`src/include/pofc_pkg.sv`:
```
/*
 * Shared constants and types for the enable-source and fault-clear block.
 * Assumes a single 50 MHz device clock and command strobes already decoded
 * by a PMBus protocol engine on the same clock.
 */
package pofc_pkg;

   // Command codes handled here.
   localparam logic [7:0] POFC_CMD_ENABLE_SOURCE_CONFIG = 8'h02;
   localparam logic [7:0] POFC_CMD_FAULT_CLEAR = 8'h03;

   // Field positions of the enable-source configuration byte.
   localparam int POFC_BIT_TURN_OFF_PROFILE = 0;
   localparam int POFC_BIT_PIN_POLARITY = 1;
   localparam int POFC_BIT_PIN_SOURCE = 2;
   localparam int POFC_BIT_CMD_SOURCE = 3;
   localparam int POFC_BIT_POWER_UP_SOURCE = 4;
   localparam int POFC_CFG_WIDTH = 5;
   localparam logic [2:0] POFC_CFG_RESERVED_VALUE = 3'h0;

   // Configuration value before the nonvolatile copy arrives.
   localparam logic [POFC_CFG_WIDTH-1:0] POFC_CFG_RESET = 5'h00;

   // Operation command on/off bit position.
   localparam int POFC_BIT_OPERATION_ON = 7;

   // Phase selection.
   localparam int POFC_NUM_PHASES = 4;
   localparam int POFC_STATUS_BITS = 8;
   localparam logic [7:0] POFC_PHASE_BROADCAST = 8'hff;

   // Turn-off hold and ramp times arrive as cycle counts of this width.
   localparam int POFC_TIME_WIDTH = 16;

   // Error codes on the response port.
   localparam logic [1:0] POFC_RSP_OK = 2'h0;
   localparam logic [1:0] POFC_RSP_INVALID_DATA = 2'h1;
   localparam logic [1:0] POFC_RSP_UNSUPPORTED = 2'h2;

   // Conversion sequencer states, Gray coded along idle-run-hold-ramp.
   typedef enum logic [1:0]
   {
      POFC_ST_IDLE = 2'b00,
      POFC_ST_RUN = 2'b01,
      POFC_ST_HOLD = 2'b11,
      POFC_ST_RAMP = 2'b10
   } pofc_state_type;

   typedef logic [POFC_NUM_PHASES*POFC_STATUS_BITS-1:0] pofc_status_type;

endpackage

```
`src/include/pofc_ctl_if.sv`:
```
/*
 * Carrier between the top of the block and its status keeper.
 * Assumes both ends run on the same clock.
 */
`timescale 1ns/10ps
interface pofc_ctl_if;
   import pofc_pkg::*;

   logic clear_stb;
   logic [POFC_NUM_PHASES-1:0] clear_phase_mask;
   logic ara_done_stb;
   logic invalid_stb;
   logic restart_stb;
   pofc_status_type fault_src;
   pofc_status_type status;
   logic cml;
   logic alert;

   modport ctl
   (
      output clear_stb, clear_phase_mask, ara_done_stb, invalid_stb, restart_stb, fault_src,
      input status, cml, alert
   );
   modport keep
   (
      input clear_stb, clear_phase_mask, ara_done_stb, invalid_stb, restart_stb, fault_src,
      output status, cml, alert
   );
endinterface

```
`src/core/pofc_pin_sync.sv`:
```
/*
 * Two-stage synchroniser for the enable/lockout pin and the lockout comparator.
 * Assumes both inputs are asynchronous levels from outside the clock domain.
 */
`timescale 1ns/10ps
module pofc_pin_sync
(
   input wire logic clk_in,
   input wire logic resetn_in,
   input wire logic [1:0] async_in,
   output logic [1:0] sync_out
);
   logic [1:0] stage1_ff;
   logic [1:0] stage2_ff;

   // The first stage feeds only the second, so metastability never fans out.
   always_ff @(posedge clk_in or negedge resetn_in)
   begin
      if (!resetn_in)
      begin
         stage1_ff <= 2'h0;
         stage2_ff <= 2'h0;
      end
      else
      begin
         stage1_ff <= async_in;
         stage2_ff <= stage1_ff;
      end
   end

   assign sync_out = stage2_ff;
endmodule

```
`src/core/pofc_fault_status.sv`:
```
/*
 * Per-phase status bits, communication error bit and alert generation.
 * Assumes fault sources are same-clock levels and commands arrive as pulses.
 */
`timescale 1ns/10ps
module pofc_fault_status
(
   input wire logic clk_in,
   input wire logic resetn_in,
   pofc_ctl_if.keep ctl
);
   import pofc_pkg::*;

   pofc_status_type status_ff;
   pofc_status_type blocked_ff;
   logic cml_ff;
   logic alert_ff;
   pofc_status_type clear_bits;
   pofc_status_type nxt_status;
   pofc_status_type nxt_blocked;
   pofc_status_type fresh_bits;
   logic nxt_cml;
   logic nxt_alert;
   logic cml_fresh;

   // Widen the phase mask to one bit per status bit.
   always_comb
   begin
      clear_bits = '0;
      for (int p = 0; p < POFC_NUM_PHASES; p++)
      begin
         if (ctl.clear_stb && ctl.clear_phase_mask[p])
         begin
            clear_bits[p*POFC_STATUS_BITS +: POFC_STATUS_BITS] = {POFC_STATUS_BITS{1'b1}};
         end
      end
   end

   // A source still active in the clearing cycle sets its bit again at once.
   assign nxt_status = (status_ff & ~clear_bits) | ctl.fault_src;
   assign nxt_cml = (cml_ff & ~ctl.clear_stb) | ctl.invalid_stb;
   // Bits that were latched when the alert was answered stay blocked until cleared or until the sequencer restarts from idle.
   assign nxt_blocked = ctl.restart_stb ? '0
                      : ((blocked_ff & ~clear_bits) | (ctl.ara_done_stb ? status_ff : '0));
   assign fresh_bits = nxt_status & ~(status_ff & ~clear_bits) & ~nxt_blocked;
   assign cml_fresh = ctl.invalid_stb & ~cml_ff;
   // New events win over a release landing in the same cycle.
   assign nxt_alert = (|fresh_bits) | cml_fresh
                    | (alert_ff & ~ctl.clear_stb & ~ctl.ara_done_stb);

   always_ff @(posedge clk_in or negedge resetn_in)
   begin
      if (!resetn_in)
      begin
         status_ff <= '0;
         blocked_ff <= '0;
         cml_ff <= 1'b0;
         alert_ff <= 1'b0;
      end
      else
      begin
         status_ff <= nxt_status;
         blocked_ff <= nxt_blocked;
         cml_ff <= nxt_cml;
         alert_ff <= nxt_alert;
      end
   end

   assign ctl.status = status_ff;
   assign ctl.cml = cml_ff;
   assign ctl.alert = alert_ff;
endmodule

```
`src/core/pofc_top.sv`:
```
/*
 * Enable-source configuration, conversion on/off sequencing and fault clearing.
 * Assumes a PMBus protocol engine on MCLK_IN delivers decoded command pulses,
 * that fault sources and the operation on bit are same-clock levels, and that
 * the enable/lockout pin and its lockout comparator are asynchronous.
 */
`timescale 1ns/10ps

// Contract
// - Top three config bits read zero, read-only.
// - Power-up bit clear: start whenever input present.
// - Power-up bit set: obey pin and command.
// - Command-source bit selects operation command use.
// - Pin-source clear: ignore pin, lockout disabled.
// - Pin-source set: use pin, plus command.
// - Polarity bit: clear active low, set high.
// - Profile clear: hold, then ramp to zero.
// - Profile set: pin off stops at once.
// - Enable/lockout pin is the control pin.
// - Unlisted config value rejected as invalid data.
// - Fault clear is data-less, write-only, no readback.
// - Fault clear wipes selected or all phases.
// - Fault clear also releases the alert line.
// - Fault clear never restarts latched-off output.
// - Persisting fault sets again and alerts.
// - Answered alert response releases alert, keeps bits.
// - Pre-answer faults stay silent until cleared.
// - Operation on bit counts only when configured.
// - Phase selector all ones addresses every phase.
module pofc_top
(
   input wire logic MCLK_IN,
   input wire logic RESETN_IN,
   input wire logic CMD_STB_IN,
   input wire logic [7:0] CMD_CODE_IN,
   input wire logic CMD_READ_IN,
   input wire logic CMD_HAS_DATA_IN,
   input wire logic [7:0] CMD_DATA_IN,
   input wire logic [7:0] PHASE_SEL_IN,
   input wire logic ARA_DONE_IN,
   input wire logic NVM_LOAD_IN,
   input wire logic [pofc_pkg::POFC_CFG_WIDTH-1:0] NVM_CFG_IN,
   input wire logic ENABLE_LOCKOUT_PIN_IN,
   input wire logic LOCKOUT_OK_IN,
   input wire logic INPUT_POWER_OK_IN,
   input wire logic [7:0] OPERATION_IN,
   input wire logic FAULT_LATCHED_OFF_IN,
   input wire logic [pofc_pkg::POFC_TIME_WIDTH-1:0] TURN_OFF_HOLD_TIME_IN,
   input wire logic [pofc_pkg::POFC_TIME_WIDTH-1:0] TURN_OFF_RAMP_TIME_IN,
   input wire pofc_pkg::pofc_status_type FAULT_SRC_IN,
   output logic RSP_STB_OUT,
   output logic [7:0] RSP_DATA_OUT,
   output logic [1:0] RSP_ERR_OUT,
   output logic [7:0] CONFIG_OUT,
   output logic CONVERT_OUT,
   output logic RAMP_DOWN_OUT,
   output logic SMBALERT_N_OUT,
   output logic SMBALERT_OE_OUT,
   output pofc_pkg::pofc_status_type STATUS_OUT,
   output logic CML_OUT
);
   import pofc_pkg::*;

   pofc_ctl_if ctl_bus();

   logic [POFC_CFG_WIDTH-1:0] cfg_ff;
   logic [POFC_CFG_WIDTH-1:0] nxt_cfg;
   logic rsp_stb_ff;
   logic [7:0] rsp_data_ff;
   logic [1:0] rsp_err_ff;
   logic [7:0] nxt_rsp_data;
   logic [1:0] nxt_rsp_err;
   pofc_state_type state_ff;
   pofc_state_type nxt_state;
   logic [POFC_TIME_WIDTH-1:0] count_ff;
   logic [POFC_TIME_WIDTH-1:0] nxt_count;
   logic convert_ff;
   logic ramp_ff;
   logic alert_n_ff;
   logic [1:0] pin_sync;
   logic pin_level;
   logic lockout_ok;

   // Named decode of the incoming command.
   logic hit_cfg;
   logic hit_clear;
   logic cfg_write;
   logic cfg_read;
   logic cfg_value_ok;
   logic cfg_write_ok;
   logic cfg_write_bad;
   logic clear_ok;
   logic phase_ok;
   logic [POFC_NUM_PHASES-1:0] phase_mask;
   logic cmd_error;
   logic cmd_unsupported;

   // Named decode of the enable-source configuration.
   logic use_controls;
   logic use_cmd;
   logic use_pin;
   logic pin_active_high;
   logic immediate_off;
   logic pin_active;
   logic pin_says_on;
   logic cmd_says_on;
   logic want_on;
   logic pin_off_event;
   logic fault_stop;

   // Maps a phase selector to the phases it addresses; broadcast reaches all.
   function automatic logic [POFC_NUM_PHASES-1:0] phase_decode(input logic [7:0] sel);
      logic [POFC_NUM_PHASES-1:0] mask;
      mask = '0;
      if (sel == POFC_PHASE_BROADCAST)
      begin
         mask = {POFC_NUM_PHASES{1'b1}};
      end
      else if (sel < 8'(POFC_NUM_PHASES))
      begin
         mask[sel[1:0]] = 1'b1;
      end
      return mask;
   endfunction

   // The control pin and its lockout comparator are asynchronous to the clock.
   pofc_pin_sync u_pin_sync
   (
      .clk_in(MCLK_IN),
      .resetn_in(RESETN_IN),
      .async_in({LOCKOUT_OK_IN, ENABLE_LOCKOUT_PIN_IN}),
      .sync_out(pin_sync)
   );

   assign pin_level = pin_sync[0];
   assign lockout_ok = pin_sync[1];

   // Status bits and alert live in their own keeper.
   pofc_fault_status u_fault_status
   (
      .clk_in(MCLK_IN),
      .resetn_in(RESETN_IN),
      .ctl(ctl_bus.keep)
   );

   // Command decode; reads and writes share one strobe from the protocol engine.
   assign hit_cfg = CMD_STB_IN && (CMD_CODE_IN == POFC_CMD_ENABLE_SOURCE_CONFIG);
   assign hit_clear = CMD_STB_IN && (CMD_CODE_IN == POFC_CMD_FAULT_CLEAR);
   assign cfg_write = hit_cfg && !CMD_READ_IN && CMD_HAS_DATA_IN;
   assign cfg_read = hit_cfg && CMD_READ_IN;
   // Every combination of the low five bits is listed; only the top bits can be wrong.
   assign cfg_value_ok = (CMD_DATA_IN[7:5] == POFC_CFG_RESERVED_VALUE);
   assign cfg_write_ok = cfg_write && cfg_value_ok;
   assign cfg_write_bad = cfg_write && !cfg_value_ok;
   // Fault clear is a send-byte: no data, no read form.
   assign clear_ok = hit_clear && !CMD_READ_IN && !CMD_HAS_DATA_IN;
   assign phase_mask = phase_decode(PHASE_SEL_IN);
   assign phase_ok = |phase_mask;
   assign cmd_unsupported = (hit_clear && CMD_READ_IN)
                          || (hit_cfg && !CMD_READ_IN && !CMD_HAS_DATA_IN)
                          || (CMD_STB_IN && !hit_cfg && !hit_clear);
   assign cmd_error = cfg_write_bad || (hit_clear && !clear_ok) || (clear_ok && !phase_ok)
                    || cmd_unsupported;

   // Response data and error code for the protocol engine.
   assign nxt_rsp_data = cfg_read ? {POFC_CFG_RESERVED_VALUE, cfg_ff} : 8'h00;
   assign nxt_rsp_err = cmd_unsupported ? POFC_RSP_UNSUPPORTED
                      : (cmd_error ? POFC_RSP_INVALID_DATA : POFC_RSP_OK);

   // Host writes update on the fly; the stored copy arrives once after power-up.
   assign nxt_cfg = cfg_write_ok ? CMD_DATA_IN[POFC_CFG_WIDTH-1:0]
                  : (NVM_LOAD_IN ? NVM_CFG_IN : cfg_ff);

   // Drive the status keeper.
   assign ctl_bus.clear_stb = clear_ok && phase_ok;
   assign ctl_bus.clear_phase_mask = phase_mask;
   assign ctl_bus.ara_done_stb = ARA_DONE_IN;
   assign ctl_bus.invalid_stb = CMD_STB_IN && cmd_error;
   assign ctl_bus.restart_stb = (state_ff == POFC_ST_IDLE) && (nxt_state == POFC_ST_RUN);
   assign ctl_bus.fault_src = FAULT_SRC_IN;

   // Configuration field decode.
   assign use_controls = cfg_ff[POFC_BIT_POWER_UP_SOURCE];
   assign use_cmd = cfg_ff[POFC_BIT_CMD_SOURCE];
   assign use_pin = cfg_ff[POFC_BIT_PIN_SOURCE];
   assign pin_active_high = cfg_ff[POFC_BIT_PIN_POLARITY];
   assign immediate_off = cfg_ff[POFC_BIT_TURN_OFF_PROFILE];

   // Lockout only qualifies an active-high pin; active low leaves it unusable.
   assign pin_active = pin_active_high ? (pin_level && lockout_ok) : !pin_level;
   // An ignored pin counts as on, which also takes the lockout out of play.
   assign pin_says_on = use_pin ? pin_active : 1'b1;
   assign cmd_says_on = use_cmd ? OPERATION_IN[POFC_BIT_OPERATION_ON] : 1'b1;
   // Without the power-up bit only input power matters.
   assign want_on = INPUT_POWER_OK_IN
                  && (!use_controls || (pin_says_on && cmd_says_on));
   // A pin-driven turn-off gets the profile; other stops are immediate.
   assign pin_off_event = use_controls && use_pin && !pin_active && cmd_says_on
                        && INPUT_POWER_OK_IN;
   // Latched-off faults are owned outside; clearing status never lifts them.
   assign fault_stop = FAULT_LATCHED_OFF_IN;

   // Conversion sequencer next state.
   always_comb
   begin
      nxt_state = state_ff;
      nxt_count = count_ff;
      case (state_ff)
         POFC_ST_IDLE:
         begin
            if (want_on && !fault_stop)
            begin
               nxt_state = POFC_ST_RUN;
            end
         end
         POFC_ST_RUN:
         begin
            if (fault_stop || (!want_on && !pin_off_event))
            begin
               nxt_state = POFC_ST_IDLE;
            end
            else if (pin_off_event && immediate_off)
            begin
               nxt_state = POFC_ST_IDLE;
            end
            else if (pin_off_event)
            begin
               nxt_state = POFC_ST_HOLD;
               nxt_count = TURN_OFF_HOLD_TIME_IN;
            end
         end
         POFC_ST_HOLD:
         begin
            // Keep regulating for the hold time, then ramp for the fall time.
            if (fault_stop || !INPUT_POWER_OK_IN)
            begin
               nxt_state = POFC_ST_IDLE;
            end
            else if (count_ff == '0)
            begin
               nxt_state = POFC_ST_RAMP;
               nxt_count = TURN_OFF_RAMP_TIME_IN;
            end
            else
            begin
               nxt_count = count_ff - 1'b1;
            end
         end
         POFC_ST_RAMP:
         begin
            // A turn-off in progress runs to zero before a new start is allowed.
            if (fault_stop || !INPUT_POWER_OK_IN || count_ff == '0)
            begin
               nxt_state = POFC_ST_IDLE;
            end
            else
            begin
               nxt_count = count_ff - 1'b1;
            end
         end
         default:
         begin
            nxt_state = POFC_ST_IDLE;
         end
      endcase
   end

   // Configuration store.
   always_ff @(posedge MCLK_IN or negedge RESETN_IN)
   begin
      if (!RESETN_IN)
      begin
         cfg_ff <= POFC_CFG_RESET;
      end
      else
      begin
         cfg_ff <= nxt_cfg;
      end
   end

   // Response port registers.
   always_ff @(posedge MCLK_IN or negedge RESETN_IN)
   begin
      if (!RESETN_IN)
      begin
         rsp_stb_ff <= 1'b0;
         rsp_data_ff <= 8'h00;
         rsp_err_ff <= POFC_RSP_OK;
      end
      else
      begin
         rsp_stb_ff <= CMD_STB_IN;
         rsp_data_ff <= nxt_rsp_data;
         rsp_err_ff <= nxt_rsp_err;
      end
   end

   // Sequencer registers.
   always_ff @(posedge MCLK_IN or negedge RESETN_IN)
   begin
      if (!RESETN_IN)
      begin
         state_ff <= POFC_ST_IDLE;
         count_ff <= '0;
      end
      else
      begin
         state_ff <= nxt_state;
         count_ff <= nxt_count;
      end
   end

   // Power stage drive is registered so the outputs never glitch on decode.
   always_ff @(posedge MCLK_IN or negedge RESETN_IN)
   begin
      if (!RESETN_IN)
      begin
         convert_ff <= 1'b0;
         ramp_ff <= 1'b0;
         alert_n_ff <= 1'b1;
      end
      else
      begin
         convert_ff <= (nxt_state != POFC_ST_IDLE);
         ramp_ff <= (nxt_state == POFC_ST_RAMP);
         alert_n_ff <= !ctl_bus.alert;
      end
   end

   // Outputs; status and error bits are flip-flops inside the keeper.
   assign RSP_STB_OUT = rsp_stb_ff;
   assign RSP_DATA_OUT = rsp_data_ff;
   assign RSP_ERR_OUT = rsp_err_ff;
   assign CONFIG_OUT = {POFC_CFG_RESERVED_VALUE, cfg_ff};
   assign CONVERT_OUT = convert_ff;
   assign RAMP_DOWN_OUT = ramp_ff;
   // Open-drain alert: pull low only while asserted, otherwise release.
   assign SMBALERT_N_OUT = alert_n_ff;
   assign SMBALERT_OE_OUT = !alert_n_ff;
   assign STATUS_OUT = ctl_bus.status;
   assign CML_OUT = ctl_bus.cml;
endmodule

```
`config.mk`:
```
export PLATFORM = sky130hd
export DESIGN_NAME = pofc_top
export DESIGN_NICKNAME = d
export VERILOG_FILES = /design/src/include/pofc_pkg.sv /design/src/include/pofc_ctl_if.sv /design/src/core/pofc_pin_sync.sv /design/src/core/pofc_fault_status.sv /design/src/core/pofc_top.sv
export SDC_FILE = /design/constraint.sdc
export NUM_CORES = 1
export LEC_CHECK = 0
export BUFFER_PORTS_ARGS = -buffer_cell sky130_fd_sc_hd__buf_2
export CORE_MARGIN = 4
export CORE_UTILIZATION = 55
export DETAILED_ROUTE_END_ITERATION = 16
export PLACE_DENSITY = 0.95
export SETUP_SLACK_MARGIN = 0.02
export SLEW_MARGIN = 0
export SYNTH_ARGS = -nofsm -noshare
export SYNTH_HDL_FRONTEND = slang
export SYNTH_SLANG_ARGS = --single-unit
export TNS_END_PERCENT = 50
```
`constraint.sdc`:
```
create_clock -name MCLK_IN -period 4 [get_ports MCLK_IN]
set_input_delay 1.2 -clock MCLK_IN [delete_from_list [all_inputs] [get_ports MCLK_IN]]
set_output_delay 1.2 -clock MCLK_IN [all_outputs]
set_load 0.02 [all_outputs]
```
==> impl_metrics.py, run 1 <==
metrics = {
    "layout": {
        "diodes": 0,
        "utilization_pct": 67.9,
        "layout-drive-gt1-share_pct": 27.3,
        "fin_nets": 816,
        "area_growth_pct": 20.3,
        "finalNonFillerCells": 818,
    },
    "placed_design": {
        "io_buffers": 154,
        "gp_congestion": 0.900,
        "placedCellCount": 803,
        "hpwlAfterDp_mm": 10.1,
    },
    "grt": {
        "grt_pass1_vias": 4817,
        "antenna_found_initial": 0,
        "grt_max_degree": 61,
        "grt_use_total_pct": 24.7,
        "grt_first_pass_wirelength_mm": 22.5,
        "grt_overflow": 0,
    },
    "synthesis": {
        "yosysTopAreaCell": "dfrtp_1",
        "syn_area_per_cell_um2": 9.30,
        "ys_types": 55,
        "async_flop_share_pct": 100,
        "synthCells": 558,
        "synth_top_flop_cell": "dfrtp_1",
        "synth.most_common_cell": "dfrtp_1",
        "synthSimpleGateAreaFrac_pct": 17.3,
        "ys_warn_count": 0,
        "synthMuxAreaShare_pct": 1.35,
        "yosys-top-cells-count": "dfrtp_1, nand2_1, nor2_1, a21oi_1, o21ai_0",
        "post-synth-top-area-fraction_pct": 49.7,
        "synth_edf_count": 0,
        "synth_xor_area_share_pct": 0.506,
        "synth_seq_area_share_pct": 50.2,
        "synth_top_family_by_area": "compound AO/OA/AOI/OAI gates",
        "synth_compound_area_share_pct": 24.5,
        "synthTopCellsByArea": "dfrtp_1, nand2_1, a21o_1",
        "synthesis.area_um2": 5190,
        "synth-adder-area-share_pct": 0.241,
        "ys_ff_latch": 104,
    },
    "floorplan": {
        "core_um2": 9200,
        "fp.dieW_um": 105,
        "initial_core_util_pct": 56.4,
        "dieArea_um2": 11100,
        "pin_count": 168,
        "row_count": 35,
        "die_h_um": 105,
    },
    "outcome": {
        "run_status": "finished clean",
    },
    "clocking": {
        "clkTransAtPathRegs_ns": 0.11,
        "postCtsSetupRepairBufs": 0,
        "cts_resized": 0,
        "cts_num_sinks": 104,
        "cts_tree": "done",
        "cts_max_level": 3,
        "cts_buffer_depth": 2,
        "clk_latency_ns": 0.36,
        "numCtsBuffers": 9,
        "root_buffer": "clkbuf_8",
        "cts_hold_buf": 0,
    },
    "route": {
        "drcViolationCount": 0,
        "ant_nets": 0,
        "drtIter0Drc": 378,
        "viasPerCell": 5.99,
        "wl_per_cell_um": 16.6,
        "num_vias": 4896,
        "routed_wl_mm": 13.6,
        "drtPass1Iterations": 5,
    },
    "timing": {
        "fin_crit_sh_pct": 88.5,
        "fmaxAchievable_ghz": 0.282,
        "hold_violations": 0,
        "max-slew-margin-rel_pct": 54.7,
        "setup_violations": 0,
        "tightest_slew_ns": 0.679,
        "rsz0062_at_grt": "false",
        "tns_ns": 0,
        "skew_ns": 0.0177,
        "slew_violations": 0,
        "period_needed_ns": 3.54,
    },
    "run": {
        "maxCapViolations": 0,
    },
    "min_path": {
        "holdCritPathClass": "reg2reg",
    },
    "worst_setup_path": {
        "cp.required_ns": 4.23,
        "critPathMaxFanout": 12,
        "worstSetupEndpointType": "register",
        "start_kind": "input pin",
        "critPathKind": "in2reg",
        "arrival_ns": 3.77,
    },
    "power": {
        "vdd_drop_max_mv": 0.204,
        "p_leak_nw": 2.96,
        "power.density_nw_per_um2": 345,
    },
}
[cell families after synthesis]
kind of cell | after synthesis
simple gates | 189
other cells | 1
fa+ha+maj | 1
buf+inv | 68
mux | 7
flops | 104
compound gates | 185
xor+xnor | 3
[cell type report]
class	count	area [um^2]
fill	733	2950
timing repair buffer	167	883
clock inverter	6	76.3
clock buffer	9	124
tap	111	139
multi-input combinational	391	2310
inverter	30	113
sequential	104	2600
[placed cells by master, fill, tap and decap left out, drive strengths merged, types with 3 or more instances in the layout]
cell,n
a21o,30
a21oi,42
a22oi,18
a31oi,5
a32oi,7
and2,6
and3,4
buf,167
clkbuf,9
clkinv,3
conb,6
dfrtp,103
inv,32
mux2i,7
nand2,76
nand3,13
nand4,5
nor2,42
nor3,12
nor3b,4
nor4,5
o2111ai,4
o211ai,4
o21ai,38
o221ai,16
o311ai,4
or3,4
or4,8
xnor2,3
[worst paths after layout]
| path | from | endpoint | slack [ns] | cells past startpoint |
|---|---|---|---|---|
| setup / recovery | PHASE_SEL_IN[5] | u_fault_status.ctl.alert$_DFF_PN0_ | 0.46 | 9 |
| hold / removal | u_pin_sync.stage1_ff[0]$_DFF_PN0_ | u_pin_sync.sync_out[0]$_DFF_PN0_ | 0.37 | 0 |
| setup reg to reg | count_ff[0]$_DFFE_PN0P_ | count_ff[11]$_DFFE_PN0P_ | 0.92 | 9 |
| hold reg to reg | u_pin_sync.stage1_ff[0]$_DFF_PN0_ | u_pin_sync.sync_out[0]$_DFF_PN0_ | 0.37 | 0 |
| max in group asynchronous | RESETN_IN | u_fault_status.ctl.status[26]$_DFF_PN0_ | 2.44 | 2 |
| min in group asynchronous | RESETN_IN | u_fault_status.ctl.status[25]$_DFF_PN0_ | 0.81 | 1 |
[stage by stage]
step | hold WS [ns] | power, mW | worst slack, ns | area [um^2]
2_1_floorplan | 0.331 | 1.37 | 0.730 | 5210
3_3_place_gp | 0.333 | 1.48 | 0.225 | 6050
3_5_place_dp | 0.341 | 1.50 | 0.109 | 6050
4_1_cts | 0.370 | 2.17 | 0.510 | 6250
5_1_grt | 0.375 | 2.27 | 0.396 | 6250
6_report | 0.367 | 2.16 | 0.459 | 6250
[state kept, by name (all words and copies together) (netlist names)]
name                       cells
u_fault_status.ctl.cml         1
RSP_STB_OUT                    1
RSP_ERR_OUT                    2
u_fault_status.blocked_ff     32
cfg_ff                         5
u_pin_sync.sync_out            2
u_pin_sync.stage1_ff           2
RSP_DATA_OUT                   5
SMBALERT_N_OUT                 1
RAMP_DOWN_OUT                  1
state_ff                       2
u_fault_status.ctl.alert       1
u_fault_status.ctl.status     32
count_ff                      16
CONVERT_OUT                    1
[critical path, stage by stage]
cell and delay (ns):
buf_2 0.10, and4_1 0.22, nand4_1 0.10, a211o_1 0.45, nand2_1 0.15, o221ai_1 0.22, nand4_1 0.16, or4_1 0.60
or4_1 0.56
[per-layer routing]
layer | vias to the layer above | track usage [%] | wire, um
met3 | 34 | 3.46 | 882
li1 | 2297 | - | -
met4 | 0 | 11.8 | 410
met1 | 2335 | 32.0 | 5530
met2 | 230 | 41.0 | 6750
met5 | - | 0 | 0
[power by group]
| group | switching [mW] | internal, mW | total, mW | leakage [nW] |
|---|---|---|---|---|
| registers | 0.0538 | 1.13 | 1.18 | 1.12 |
| clock network | 0.377 | 0.297 | 0.673 | 0.102 |
| logic | 0.183 | 0.122 | 0.305 | 1.74 |
Power figures use the tool's default switching activity.
==> inputs of run 2 (changes only) <==
SYNTH_HIERARCHICAL = 1   (was not set)
==> run 2 against run 1 <==
Total power rose by 0.16%. Clock-buffer cell count is the same. Combinational power grew 12%. Wire length up 9.3%. Area after synthesis rose by 1.6%. Clock power down 3%. Clock skew decreased by 0.0049 ns. First-iteration DRC count decreased by 30%. Synthesized cell count fell by 7.2%. Core utilization up 1.0 points. Cell count is 1.1% lower. Flip-flop and latch count unchanged. Critical path type unchanged. Critical endpoint is now u_fault_status/ctl.alert$_DFF_PN0_. Largest power group unchanged.
==> impl_metrics.py, run 2 <==
metrics = {
    "power": {
        "vdd_drop_max_mv": 0.229,
        "p_leak_nw": 2.81,
        "power.density_nw_per_um2": 338,
    },
    "synthesis": {
        "async_flop_share_pct": 100,
        "synthesis.area_um2": 5280,
        "synth.most_common_cell": "dfrtp_1",
        "ys_types": 74,
        "ys_warn_count": 6,
        "yosys-top-cells-count": "dfrtp_1, inv_1, nand2_1, nor2_1, a21o_1",
        "post-synth-top-area-fraction_pct": 48.9,
        "syn_area_per_cell_um2": 10.2,
        "synthCells": 518,
        "synth_edf_count": 0,
        "synth_seq_area_share_pct": 49.4,
        "synth_top_flop_cell": "dfrtp_1",
        "yosysTopAreaCell": "dfrtp_1",
        "ys_ff_latch": 104,
        "synthTopCellsByArea": "dfrtp_1, a21o_1, a21bo_2",
    },
    "grt": {
        "antenna_found_initial": 0,
        "grt_max_degree": 49,
        "grt_first_pass_wirelength_mm": 23.7,
        "grt_overflow": 0,
        "grt_use_total_pct": 26.1,
        "grt_pass1_vias": 4935,
    },
    "layout": {
        "final_cell_mix": "buf_2, dfrtp_1, inv_1, nand2_1, nor2_1",
        "layout_commonest_cell": "buf_2",
        "fillers": 743,
        "area_growth_pct": 21.3,
        "regArea_um2": 2600,
        "multi_input_area_um2": 2370,
        "layout-drive-gt1-share_pct": 35.0,
        "fin_nets": 788,
        "diodes": 0,
    },
    "placed_design": {
        "gp_congestion": 0.908,
        "hpwlAfterDp_mm": 10.9,
        "io_buffers": 154,
        "dp_worst_setup_slack_ns": 0.127,
    },
    "worst_setup_path": {
        "cp.required_ns": 4.31,
        "slowest_stage": "a2111oi_0",
        "cpMostUsedCell": "nand4_1",
        "arrival_ns": 3.82,
        "r2r_slack_ns": 1.12,
        "path_cells": "buf_2, nand4_1, nor3_1, o21bai_1, nor4b_2, buf_4, nand2_2, a2111oi_0, a2111o_1, nor4_1, nand4_1",
        "critPathKind": "in2reg",
        "critPathMaxFanout": 18,
        "start_kind": "input pin",
        "slowest_delay_ns": 0.68,
        "worstSetupEndpointType": "register",
    },
    "clocking": {
        "cts_num_sinks": 104,
        "cts_tree": "done",
        "root_buffer": "clkbuf_8",
        "numCtsBuffers": 9,
        "cts_resized": 0,
        "clkTransAtPathRegs_ns": 0.11,
        "postCtsSetupRepairBufs": 0,
        "cts_hold_buf": 0,
        "clk_latency_ns": 0.37,
        "cts_max_level": 3,
        "cts_buffer_depth": 2,
    },
    "route": {
        "ant_nets": 0,
        "drtIter0Drc": 266,
        "drcViolationCount": 0,
        "drtPass1Iterations": 5,
        "viasPerCell": 6.06,
        "wl_per_cell_um": 18.3,
        "num_vias": 4901,
        "routed_wl_mm": 14.8,
    },
    "timing": {
        "max-slew-margin-rel_pct": 45.1,
        "hold_violations": 0,
        "slew_violations": 0,
        "tns_ns": 0,
        "setup_violations": 0,
        "fin_crit_sh_pct": 87.7,
        "skew_ns": 0.0128,
        "final.setup.worst_slack_ns": 0.491,
        "tightest_slew_ns": 0.816,
        "rsz0062_at_grt": "false",
        "period_needed_ns": 3.51,
        "fmaxAchievable_ghz": 0.285,
    },
    "floorplan": {
        "dieArea_um2": 11200,
        "fp.dieW_um": 106,
        "row_count": 35,
        "core_um2": 9280,
        "pin_count": 168,
        "initial_core_util_pct": 56.8,
        "die_h_um": 106,
    },
    "min_path": {
        "holdCritPathClass": "reg2reg",
    },
    "outcome": {
        "run_status": "finished clean",
    },
    "run": {
        "maxCapViolations": 0,
    },
}
-- run 2: final timing paths --
path | start | end | cells after the start
max in group asynchronous | RESETN_IN | count_ff[12]$_DFFE_PN0P_ | 2
max reg2reg | cfg_ff[4]$_DFFE_PN0P_ | u_fault_status/ctl.alert$_DFF_PN0_ | 10
min in group asynchronous | RESETN_IN | count_ff[6]$_DFFE_PN0P_ | 1
min reg2reg | u_pin_sync/stage1_ff[1]$_DFF_PN0_ | u_pin_sync/sync_out[1]$_DFF_PN0_ | 0
min | u_pin_sync/stage1_ff[1]$_DFF_PN0_ | u_pin_sync/sync_out[1]$_DFF_PN0_ | 0
max | PHASE_SEL_IN[6] | u_fault_status/ctl.alert$_DFF_PN0_ | 11
-- run 2: kinds of logic (layout without fill, tap and decap cells) --
kind of cell,Yosys count,in the layout,share of synthesized area [%]
other,1,6,0.0711
muxes,7,7,1.47
AOI/OAI and AO/OA,174,174,26.0
adders and majority gates,1,1,0.237
and+or+nand+nor,159,159,16.5
DFF,104,104,49.4
buffers and inverters,72,229,6.33
-- run 2: per-layer routing --
metal	track usage, %	up-vias	share of wire (%)
met5	0	-	0
met4	10.2	0	2.7
met3	5.95	39	9.0
met2	44.9	288	50
met1	32.0	2345	38
li1	-	2229	-
-- run 2: cell type report --
type	count	area share, %
sequential	104	40.7
multi-input combinational	347	37.1
timing repair buffer	172	14.2
tap	129	2.52
inverter	41	2.44
clock buffer	9	1.94
clock inverter	7	1.11
-- run 2: stage by stage --
stage	instance area [um^2]	hold WS, ns	total power, mW	util (%)	cells
after global placement	6200	0.334	1.50	66.8	793
after detailed placement	6200	0.338	1.52	66.8	793
after CTS	6400	0.361	2.16	68.9	809
after floorplan	5290	0.331	1.38	-	523
after global routing	6400	0.369	2.26	68.9	809
final	6400	0.361	2.16	68.9	809
-- run 2: report_power, final --
| part | leakage [nW] | switching, mW | total [mW] | internal, mW |
|---|---|---|---|---|
| combinational | 1.60 | 0.190 | 0.341 | 0.152 |
| sequential | 1.11 | 0.0492 | 1.17 | 1.12 |
| clock | 0.0930 | 0.406 | 0.654 | 0.247 |
-- run 2: worst max-delay path: cells and delay by family --
| family | cells | cell delay, ns |
|---|---|---|
| simple gates | 6 | 1.13 |
| compound gates | 3 | 1.09 |
| buf+inv | 2 | 0.38 |
==> inputs of run 3 (changes only) <==
PLACE_DENSITY = 0.85   (was 0.95)
==> run 3 against run 2 <==
Hold slack got worse by 0.0026 ns. Critical path depth did not move. Worst setup slack gained 0.033 ns. Register-to-register slack gained 0.04 ns. Fmax is 0.96% higher. Clock power grew 3.5%. Global-route usage decreased by 0.94 points. Critical endpoint unchanged.
==> impl_metrics.py, run 3 (same netlist as run 2, synthesis figures left out) <==
metrics = {
    "route": {
        "num_vias": 4780,
        "wl_per_cell_um": 17.5,
        "drcViolationCount": 0,
        "ant_nets": 0,
        "drtIter0Drc": 336,
        "drtPass1Iterations": 4,
        "routed_wl_mm": 14.1,
        "viasPerCell": 5.93,
    },
    "floorplan": {
        "die_h_um": 106,
        "initial_core_util_pct": 56.8,
        "fp.dieW_um": 106,
        "row_count": 35,
        "core_um2": 9280,
        "pin_count": 168,
        "dieArea_um2": 11200,
    },
    "worst_setup_path": {
        "critPathBufInv": 3,
        "crit_family": "simple AND/OR/NAND/NOR gates",
        "slowest_stage": "a2111oi_0",
        "arrival_ns": 3.77,
        "worstSetupEndpointType": "register",
        "path_cells": "buf_2, nor4_1, nand4_1, nor4b_2, buf_4, nand2_1, a2111oi_0, buf_4, a221o_1, nor4_1, nand4_1",
        "cp.required_ns": 4.30,
        "critPathKind": "in2reg",
        "slowest_delay_ns": 0.52,
        "start_kind": "input pin",
        "critPathMaxFanout": 17,
    },
    "clocking": {
        "cts_tree": "done",
        "cts_hold_buf": 0,
        "clk_latency_ns": 0.37,
        "cts_max_level": 3,
        "numCtsBuffers": 9,
        "clkTransAtPathRegs_ns": 0.10,
        "cts_resized": 0,
        "cts_buffer_depth": 2,
        "postCtsSetupRepairBufs": 0,
        "cts_num_sinks": 104,
        "root_buffer": "clkbuf_8",
    },
    "layout": {
        "utilization_pct": 68.9,
        "fillers": 745,
        "final_cell_mix": "buf_2, dfrtp_1, inv_1, nand2_1, nor2_1",
        "multi_input_area_um2": 2370,
        "layout-drive-gt1-share_pct": 34.6,
        "area_growth_pct": 21.2,
        "fin_nets": 784,
        "layout_commonest_cell": "buf_2",
        "finalNonFillerCells": 806,
        "regArea_um2": 2600,
    },
    "placed_design": {
        "io_buffers": 154,
        "gp_congestion": 0.880,
        "hpwlAfterDp_mm": 10.3,
        "placedCellCount": 789,
    },
    "power": {
        "power.density_nw_per_um2": 340,
        "p_leak_nw": 2.81,
        "vdd_drop_max_mv": 0.265,
    },
    "timing": {
        "fmaxAchievable_ghz": 0.288,
        "tightest_slew_ns": 0.673,
        "slew_violations": 0,
        "rsz0062_at_grt": "false",
        "tns_ns": 0,
        "skew_ns": 0.0114,
        "hold_violations": 0,
        "setup_violations": 0,
        "period_needed_ns": 3.48,
        "fin_crit_sh_pct": 86.9,
        "max-slew-margin-rel_pct": 55.0,
    },
    "grt": {
        "grt_use_total_pct": 25.2,
        "grt_overflow": 0,
        "grt_max_degree": 62,
        "grt_pass1_vias": 4807,
        "grt_first_pass_wirelength_mm": 22.8,
        "antenna_found_initial": 1,
    },
    "min_path": {
        "holdCritPathClass": "reg2reg",
    },
    "run": {
        "maxCapViolations": 0,
    },
    "outcome": {
        "run_status": "finished clean",
    },
}
==> run 3: path summary, 6_finish.rpt <==
check,start,end,slack [ns],cells past startpoint
min in group asynchronous,RESETN_IN,RSP_ERR_OUT[0]$_DFF_PN0_,0.82,1
hold reg to reg,u_pin_sync/stage1_ff[0]$_DFF_PN0_,u_pin_sync/sync_out[0]$_DFF_PN0_,0.36,0
hold / removal,u_pin_sync/stage1_ff[0]$_DFF_PN0_,u_pin_sync/sync_out[0]$_DFF_PN0_,0.36,0
setup reg to reg,state_ff[1]$_DFF_PN0_,u_fault_status/ctl.alert$_DFF_PN0_,1.16,10
setup / recovery,CMD_CODE_IN[5],u_fault_status/ctl.alert$_DFF_PN0_,0.52,11
max in group asynchronous,RESETN_IN,count_ff[7]$_DFFE_PN0P_,2.45,2
==> run 3: metrics by stage <==
stage / cell area (um^2) / total power [mW] / worst slack [ns] / hold WS (ns)
floorplan: 5290 / 1.38 / 0.811 / 0.331
global placement: 6190 / 1.50 / 0.215 / 0.336
detailed placement: 6190 / 1.51 / 0.219 / 0.336
CTS: 6390 / 2.18 / 0.583 / 0.359
global route: 6390 / 2.28 / 0.249 / 0.371
finish: 6390 / 2.17 / 0.524 / 0.358
==> run 3: report_power, final <==
group          switching [mW]  internal (mW)
logic                   0.181          0.150
registers              0.0476           1.12
clock network           0.378          0.298
==> run 3: cell type report <==
class / count / share of cell area (%)
Antenna cell: 1 / 0.0391
Clock buffer: 9 / 1.94
Clock inverter: 7 / 1.25
Inverter: 41 / 2.45
Multi-Input combinational cell: 347 / 37.1
Sequential cell: 104 / 40.7
Tap cell: 129 / 2.52
Timing Repair Buffer: 168 / 13.9
==> run 3: worst reg2reg max path, delay by kind of cell, from the launching register on <==
family	cells	cell delay, ns
buffers and inverters	3	0.88
AO/OA/AOI/OAI	3	0.86
AND/OR/NAND/NOR	4	0.63
flip-flops	1	0.39
==> run 3: metal layers <==
| metal | routed length [um] | track usage (%) | vias up |
|---|---|---|---|
| met5 | 0 | 0 | - |
| met3 | 1160 | 6.56 | 21 |
| li1 | - | - | 2224 |
| met4 | 255 | 7.59 | 0 |
| met2 | 6890 | 42.1 | 226 |
| met1 | 5770 | 32.4 | 2309 |
